`src/hdl/issc_pkg.sv`:
```
// package: constants and types of the instruction set state control block
package issc_pkg;
  // ---------------------------------------------------------------------------
  // register map (byte addresses on the plain register port)
  // ---------------------------------------------------------------------------
  localparam int unsigned ADDR_W       = 8;
  localparam logic [7:0]  REG_STATE    = 8'h00;   // ro: state bits, mode, non-secure flag
  localparam logic [7:0]  REG_BRANCH   = 8'h04;   // wo: state-changing branch command
  localparam logic [7:0]  REG_PSR      = 8'h08;   // rw: mode and non-secure flag
  localparam logic [7:0]  REG_DECODE   = 8'h0C;   // ro: last decode result

  // field positions
  localparam int unsigned F_TBIT       = 0;       // low state bit
  localparam int unsigned F_JBIT       = 1;       // high state bit
  localparam int unsigned F_MODE_LO    = 4;       // mode field, 5 bits
  localparam int unsigned F_NONSEC     = 12;      // non-secure flag
  localparam int unsigned F_LEN_LO     = 0;       // decode: length in bytes, 3 bits
  localparam int unsigned F_FAULT      = 4;       // decode: alignment fault
  localparam int unsigned F_TRAP       = 5;       // decode: handed to software
  localparam int unsigned F_DYN        = 6;       // decode: dynamic-code variant

  // reset values
  localparam logic [1:0]  RST_STATE    = 2'h0;    // both state bits clear
  localparam logic [4:0]  MODE_SVC     = 5'h13;   // privileged supervisor mode
  localparam logic        RST_NONSEC   = 1'b0;    // secure after reset

  // decode constants
  localparam logic [2:0]  LEN_BYTE     = 3'h1;
  localparam logic [2:0]  LEN_HALF     = 3'h2;
  localparam logic [2:0]  LEN_THREE    = 3'h3;
  localparam logic [2:0]  LEN_WORD     = 3'h4;
  localparam logic [7:0]  BC_PUSH1     = 8'h10;   // bytecode with one operand byte
  localparam logic [7:0]  BC_PUSH2     = 8'h11;   // bytecode with two operand bytes
  localparam logic [7:0]  BC_HANDLER   = 8'hCB;   // this opcode and above go to software
  localparam logic [4:0]  HW_WIDE_MIN  = 5'h1D;   // compact halfword prefix of a 32-bit op

  typedef enum logic [1:0] {
    ISA_WIDE,
    ISA_COMPACT,
    ISA_BYTECODE,
    ISA_DYNCODE
  } issc_isa_e;
endpackage

```
`src/hdl/issc_len_decode.sv`:
```
// length, alignment and hand-off decode of one fetched instruction
`timescale 1ns/1ps
module issc_len_decode (
  input  wire issc_pkg::issc_isa_e isa,        // current instruction set state
  input  wire logic [1:0]          addrLow,    // low fetch address bits
  input  wire logic [31:0]         word,       // instruction bytes from the fetch address
  output logic [2:0]               len,        // instruction length in bytes
  output logic                     alignFault, // fetch address misaligned for the state
  output logic                     trap,       // bytecode handed to a software handler
  output logic                     dynCode     // dynamic-code variant of compact decode
);
  logic [7:0] opcode;
  logic       isWide16;

  assign opcode   = word[7:0];
  assign isWide16 = word[15:11] >= issc_pkg::HW_WIDE_MIN;

  // per-state decode; unused states cannot exist, so no default
  always_comb begin
    len        = issc_pkg::LEN_WORD;
    alignFault = 1'b0;
    trap       = 1'b0;
    dynCode    = 1'b0;
    unique case (isa)
      issc_pkg::ISA_WIDE: begin
        len        = issc_pkg::LEN_WORD;
        alignFault = addrLow != 2'h0;
      end
      issc_pkg::ISA_COMPACT: begin
        len        = isWide16 ? issc_pkg::LEN_WORD : issc_pkg::LEN_HALF;
        alignFault = addrLow[0];
      end
      issc_pkg::ISA_BYTECODE: begin
        if (opcode == issc_pkg::BC_PUSH1) begin
          len = issc_pkg::LEN_HALF;
        end else if (opcode == issc_pkg::BC_PUSH2) begin
          len = issc_pkg::LEN_THREE;
        end else begin
          len = issc_pkg::LEN_BYTE;
        end
        trap = opcode >= issc_pkg::BC_HANDLER;
      end
      issc_pkg::ISA_DYNCODE: begin
        len        = isWide16 ? issc_pkg::LEN_WORD : issc_pkg::LEN_HALF;
        alignFault = addrLow[0];
        dynCode    = 1'b1;
      end
    endcase
  end
endmodule // issc_len_decode

```
`src/hdl/issc_state_ctrl.sv`:
```
// instruction set state control: state bits, boot state and fetch decode
// Function
// - two status bits select the state
// - wide state: 32-bit word-aligned instructions only
// - compact state: 16/32-bit, halfword aligned
// - bytecode state: variable length, any byte
// - dynamic-code state: modified compact instruction set
// - most bytecodes in hardware, rest to software
// - reset: supervisor mode, secure, flag cleared
// - wide/compact switch keeps mode and registers
`timescale 1ns/1ps
module issc_state_ctrl (
  input  wire  logic        clk,           // 100 MHz processor clock
  input  wire  logic        srst,          // synchronous reset, active high
  input  wire  logic [7:0]  regAddr,       // register byte address
  input  wire  logic [31:0] regWdata,      // register write data
  input  wire  logic        regWr,         // register write strobe
  input  wire  logic        regRd,         // register read strobe
  output logic [31:0]       regRdata,      // read data, cycle after the strobe
  input  wire  logic        branchXchg,    // state-changing branch retires
  input  wire  logic [1:0]  branchState,   // target state bits of the branch
  input  wire  logic        excEntry,      // exception taken
  input  wire  logic [4:0]  excMode,       // mode entered by the exception
  input  wire  logic        excCompact,    // exceptions enter the compact state
  input  wire  logic        excReturn,     // exception return
  input  wire  logic [1:0]  savedState,    // state bits restored on return
  input  wire  logic [4:0]  savedMode,     // mode restored on return
  input  wire  logic        fetchValid,    // fetched instruction present
  input  wire  logic [31:0] fetchAddr,     // fetch address
  input  wire  logic [31:0] fetchWord,     // bytes from the fetch address upward
  output logic [1:0]        isaBits,       // state bits, high then low
  output logic [4:0]        procMode,      // processor mode
  output logic              nonsecureFlag, // non-secure flag
  output logic              instrValid,    // decode result valid, one cycle
  output logic [2:0]        instrLen,      // instruction length in bytes
  output logic              alignFault,    // misaligned fetch for the state
  output logic              handlerTrap,   // bytecode to software handler
  output logic              dynCode        // dynamic-code decode in use
);
  // ---------------------------------------------------------------------------
  // state registers
  // ---------------------------------------------------------------------------
  logic [1:0]          state_q;
  logic [1:0]          state_d;
  logic [4:0]          mode_q;
  logic [4:0]          mode_d;
  logic                nonsec_q;
  issc_pkg::issc_isa_e isa;
  logic                swBranch;
  logic                psrWr;
  logic [2:0]          decLen;
  logic                decFault;
  logic                decTrap;
  logic                decDyn;

  assign swBranch = regWr && regAddr == issc_pkg::REG_BRANCH;
  assign psrWr    = regWr && regAddr == issc_pkg::REG_PSR;

  always_comb begin
    unique case (state_q)
      2'h0: isa = issc_pkg::ISA_WIDE;
      2'h1: isa = issc_pkg::ISA_COMPACT;
      2'h2: isa = issc_pkg::ISA_BYTECODE;
      2'h3: isa = issc_pkg::ISA_DYNCODE;
    endcase
  end

  // next state: exception entry wins over return, return over branches
  always_comb begin
    state_d = state_q;
    mode_d  = mode_q;
    if (excEntry) begin
      state_d = excCompact ? 2'h1 : issc_pkg::RST_STATE;
      mode_d  = excMode;
    end else if (excReturn) begin
      state_d = savedState;
      mode_d  = savedMode;
    end else if (branchXchg) begin
      state_d = branchState;
    end else if (swBranch) begin
      state_d = regWdata[issc_pkg::F_JBIT:issc_pkg::F_TBIT];
    end else if (psrWr) begin
      mode_d  = regWdata[issc_pkg::F_MODE_LO +: 5];
    end
  end

  // state bits; register writes to the status word never touch them
  always_ff @(posedge clk) begin
    if (srst) begin
      state_q <= issc_pkg::RST_STATE;
    end else begin
      state_q <= state_d;
    end
  end

  // mode and security flag
  always_ff @(posedge clk) begin
    if (srst) begin
      mode_q   <= issc_pkg::MODE_SVC;
      nonsec_q <= issc_pkg::RST_NONSEC;
    end else begin
      mode_q <= mode_d;
      if (psrWr && !excEntry && !excReturn && !branchXchg) begin
        nonsec_q <= regWdata[issc_pkg::F_NONSEC];
      end
    end
  end

  assign isaBits       = state_q;
  assign procMode      = mode_q;
  assign nonsecureFlag = nonsec_q;

  // ---------------------------------------------------------------------------
  // fetch decode
  // ---------------------------------------------------------------------------
  issc_len_decode u_dec (
    .isa        (isa),
    .addrLow    (fetchAddr[1:0]),
    .word       (fetchWord),
    .len        (decLen),
    .alignFault (decFault),
    .trap       (decTrap),
    .dynCode    (decDyn)
  );

  // results registered so the pipeline sees a clean one-cycle pulse
  always_ff @(posedge clk) begin
    if (srst) begin
      instrValid  <= 1'b0;
      instrLen    <= issc_pkg::LEN_WORD;
      alignFault  <= 1'b0;
      handlerTrap <= 1'b0;
      dynCode     <= 1'b0;
    end else begin
      instrValid <= fetchValid;
      if (fetchValid) begin
        instrLen    <= decLen;
        alignFault  <= decFault;
        handlerTrap <= decTrap;
        dynCode     <= decDyn;
      end
    end
  end

  // ---------------------------------------------------------------------------
  // register read port
  // ---------------------------------------------------------------------------
  // data stand only in the cycle after the strobe; unmapped reads give zero
  always_ff @(posedge clk) begin
    if (srst) begin
      regRdata <= 32'h0000_0000;
    end else begin
      regRdata <= 32'h0000_0000;
      if (regRd) begin
        unique case (regAddr)
          issc_pkg::REG_STATE, issc_pkg::REG_PSR: begin
            regRdata[issc_pkg::F_JBIT:issc_pkg::F_TBIT] <= state_q;
            regRdata[issc_pkg::F_MODE_LO +: 5]           <= mode_q;
            regRdata[issc_pkg::F_NONSEC]                 <= nonsec_q;
          end
          issc_pkg::REG_DECODE: begin
            regRdata[issc_pkg::F_LEN_LO +: 3] <= instrLen;
            regRdata[issc_pkg::F_FAULT]       <= alignFault;
            regRdata[issc_pkg::F_TRAP]        <= handlerTrap;
            regRdata[issc_pkg::F_DYN]         <= dynCode;
          end
          default: regRdata <= 32'h0000_0000;
        endcase
      end
    end
  end
endmodule // issc_state_ctrl

```
`config.mk`:
```
export PLATFORM = sky130hd
export DESIGN_NAME = issc_state_ctrl
export DESIGN_NICKNAME = d
export VERILOG_FILES = /design/src/hdl/issc_pkg.sv /design/src/hdl/issc_len_decode.sv /design/src/hdl/issc_state_ctrl.sv
export SDC_FILE = /design/constraint.sdc
export NUM_CORES = 1
export LEC_CHECK = 0
export ABC_AREA = 1
export BUFFER_PORTS_ARGS = -buffer_cell sky130_fd_sc_hd__buf_2
export CAP_MARGIN = 20
export CORE_MARGIN = 10
export CORE_UTILIZATION = 33
export DETAILED_ROUTE_END_ITERATION = 10
export PLACE_DENSITY = 0.93
export SLEW_MARGIN = 20
export SYNTH_ARGS = -nofsm -noshare
export SYNTH_HDL_FRONTEND = slang
export SYNTH_SLANG_ARGS = --single-unit
```
`constraint.sdc`:
```
create_clock -name clk -period 1.4 [get_ports clk]
set_clock_uncertainty 0.1 [all_clocks]
set_input_delay 0.14 -clock clk [delete_from_list [all_inputs] [get_ports clk]]
set_output_delay 0.14 -clock clk [all_outputs]
set_load 0.05 [all_outputs]
```
==> reports/qor.yml <==
status: "finished, final reports clean"
switching_power_uw: 617
ir_drop_mv: 0.320
nets: 410
p_int_mw: 1.09
critPathMaxFanout: 5
fin_ws_ns: 0.0427
synth-compound-area-share_pct: 9.48
cts.path.max_buffers: 2
drive_above_1_share_pct: 37.2
viasPerCell: 4.41
place_hpwl_mm: 3.83
holdWs_ns: 0.00338
grt_start_max_net_pins: 14
avgSynthCellArea_sq_um: 6.99
ios: 174
dp_slack_ns: 0.203
p_sw_share_pct: 36.1
rows: 23
arrival_ns: 1.46
power_frac_comb_pct: 30.5
synthCells: 202
path_buf_inv: 2
synth_top_family_by_area: "simple AND/OR/NAND/NOR gates"
die-area_sq_um: 7300
rsz0062_at_grt: "no"
die-height_um: 85.4
whs_path_depth: 3
final_cell_mix: "buf_2 (76), nand2_1 (40), nor2_1 (29)"
post_cts_buffers: 0
drv_slew: 0
max_cap_viol_count: 0
synth.distinct_cells: 28
grt_pass1_vias: 1522
diodes: 0
yosys.area_share.simple_pct: 38.3
core_area_sq_um: 4060
synth_xor_area_share_pct: 0
ant_nets: 0
start_util_pct: 34.8
grt_antenna_before_repair: 0
yosysWarnings: 0
clock-sinks: 24
worstHoldStart: "regWdata[12]"
grt_first_pass_wirelength_mm: 7.01
portBuffers: 77
synthAdderAreaFrac_pct: 0
synthMuxAreaShare_pct: 0
hold-path-endpoint: "nonsecureFlag"
synth-seq-cells: 24
cts_tree: "done"
utilization_pct: 45.6
cts.reportedPaths.clkPinSlew_ns: 0.08
drt_wl_total_mm: 4.47
ys_seq_area_share_pct: 34.0
r2r_slack_ns: 0.23
synth_area_sq_um: 1410
layout_commonest_cell: "buf_2"
seqCellArea_sq_um: 482
worstSetupStartpointType: "input port"
placed_cells: 327
fmax_mhz: 737
crit_chain: "dlygate4sd3_1 -> dlygate4sd3_1 -> a21oi_1"
clock_latency_ns: 0.26
htreeDepth: 1
p_leak_nw: 1.02
wire_per_inst_um: 13.5
multi_input_area_sq_um: 769
finalHoldViolCount: 0
worstPathRequired_ns: 1.50
pwr_density_cell_nw_per_um2: 925
dr.pass1.iters: 4
seqPwrFrac_pct: 43.1
cpPeakStageDelay_ns: 0.61
min_path_type: "in -> reg"
cts-root-buf: "clkbuf_8"
syn_to_final_growth_pct: 30.9
stdcell_count: 332
setup_viol: 0
timing.final.crit_share_pct: 96.9
p_clk_share_pct: 26.4
r2r-start: "isaBits[0]"
globalplace.congestion: 0.855
tns_ns: 0
cts_buffers: 3
startpoint: "srst"
grt_usage_pct: 11.5
worstReg2RegEnd: "handlerTrap"
via_count: 1465
initialDrtViolationCount: 69
overflow: 0
finalCriticalPeriod_ns: 1.36
slowest_stage: "dlygate4sd3_1"
crit_family: "buffers and inverters"
worstSetupPathType: "in -> reg"
remaining_drc_errors: 0
crit_top_cell: "dlygate4sd3_1"
fillers: 408
die_w_um: 85.4
cp-end-kind: "flop"
r2r_cells: 5
power by group through the flow:
stage	registers [mW]	clock network, mW	logic, mW
after floorplan	0.846	0	0.317
after global placement	0.751	0	0.502
after detailed placement	0.753	0	0.512
after CTS	0.737	0.462	0.518
after global routing	0.742	0.505	0.562
final	0.738	0.451	0.522
worst register-to-register path, delay by kind of cell, from the launching register on:
family                 cells  cell delay [ns]
AO/OA/AOI/OAI              2             0.22
buffers and inverters      1             0.10
flip-flops                 1             0.39
AND/OR/NAND/NOR            2             0.29
per-layer routing:
metal,wire [um],track usage (%)
met5,0,0
met4,104,5.24
met3,443,4.49
met2,2220,19.6
met1,1710,12.0
sequential cells by signal (all words and copies together), names as in the netlist:
name,flops
instrLen,3
nonsecureFlag,1
handlerTrap,1
procMode,5
alignFault,1
regRdata,9
instrValid,1
dynCode,1
isaBits,2
kinds of logic after synthesis:
logic type      Yosys count
buf+inv                  44
simple gates            110
other cells               1
flops                    24
compound gates           23
Yosys cell counts:
library cell  count  area (sq um)
dfxtp_1          24           480
and3_1            1          6.26
nor2_1           29           109
o21ai_0           6          30.0
nand3_4           1          17.5
nand3_1          23           115
inv_1            11          41.3
nor4_1            1          6.26
inv_2             7          26.3
a21oi_1          10          50.1
clkinv_2          1          5.00
o211ai_1          1          7.51
o22ai_1           3          18.8
nand4_2           1          12.5
a31oi_1           1          6.26
nand3_2           1          10.0
nand2_2           5          31.3
buf_4            23           173
clkbuf_1          1          3.75
nor2_4            4          45.0
conb_1            1          3.75
clkbuf_2          1          5.00
nand2_4           1          11.3
o21ai_1           1          5.00
nor3_1            2          10.0
nor3_4            1          16.3
o21ai_4           1          16.3
nand2_1          40           150
worst max path at each step:
stage / end / slack, ns / cells past startpoint
5_1_grt: dynCode / 0.002 / 3
6_report: dynCode / 0.04 / 3
2_1_floorplan: handlerTrap / 0.08 / 5
3_3_place_gp: procMode[0] / 0.24 / 7
3_5_place_dp: procMode[0] / 0.20 / 7
4_1_cts: regRdata[6] / 0.004 / 9
metrics by stage:
stage          area (sq um)  power, mW
2_1_floorplan          1500       1.16
3_3_place_gp           1770       1.25
3_5_place_dp           1770       1.26
4_1_cts                1850       1.72
5_1_grt                1850       1.81
6_report               1850       1.71
area by class of cell:
class                      instances  area share (%)
clock buffer                       4            2.98
inverter                          19            3.92
multi-input combinational        156            41.6
timing repair buffer              79            22.1
sequential                        24            26.0
tap                               50            3.38
timing repair:
action | 4_1_cts | 5_1_grt
hold endpoints to repair | 1 | 0
resized for setup | 0 | 1
setup endpoints to repair | 0 | 6
hold buffers | 2 | 0
Power figures use the tool's default switching activity.
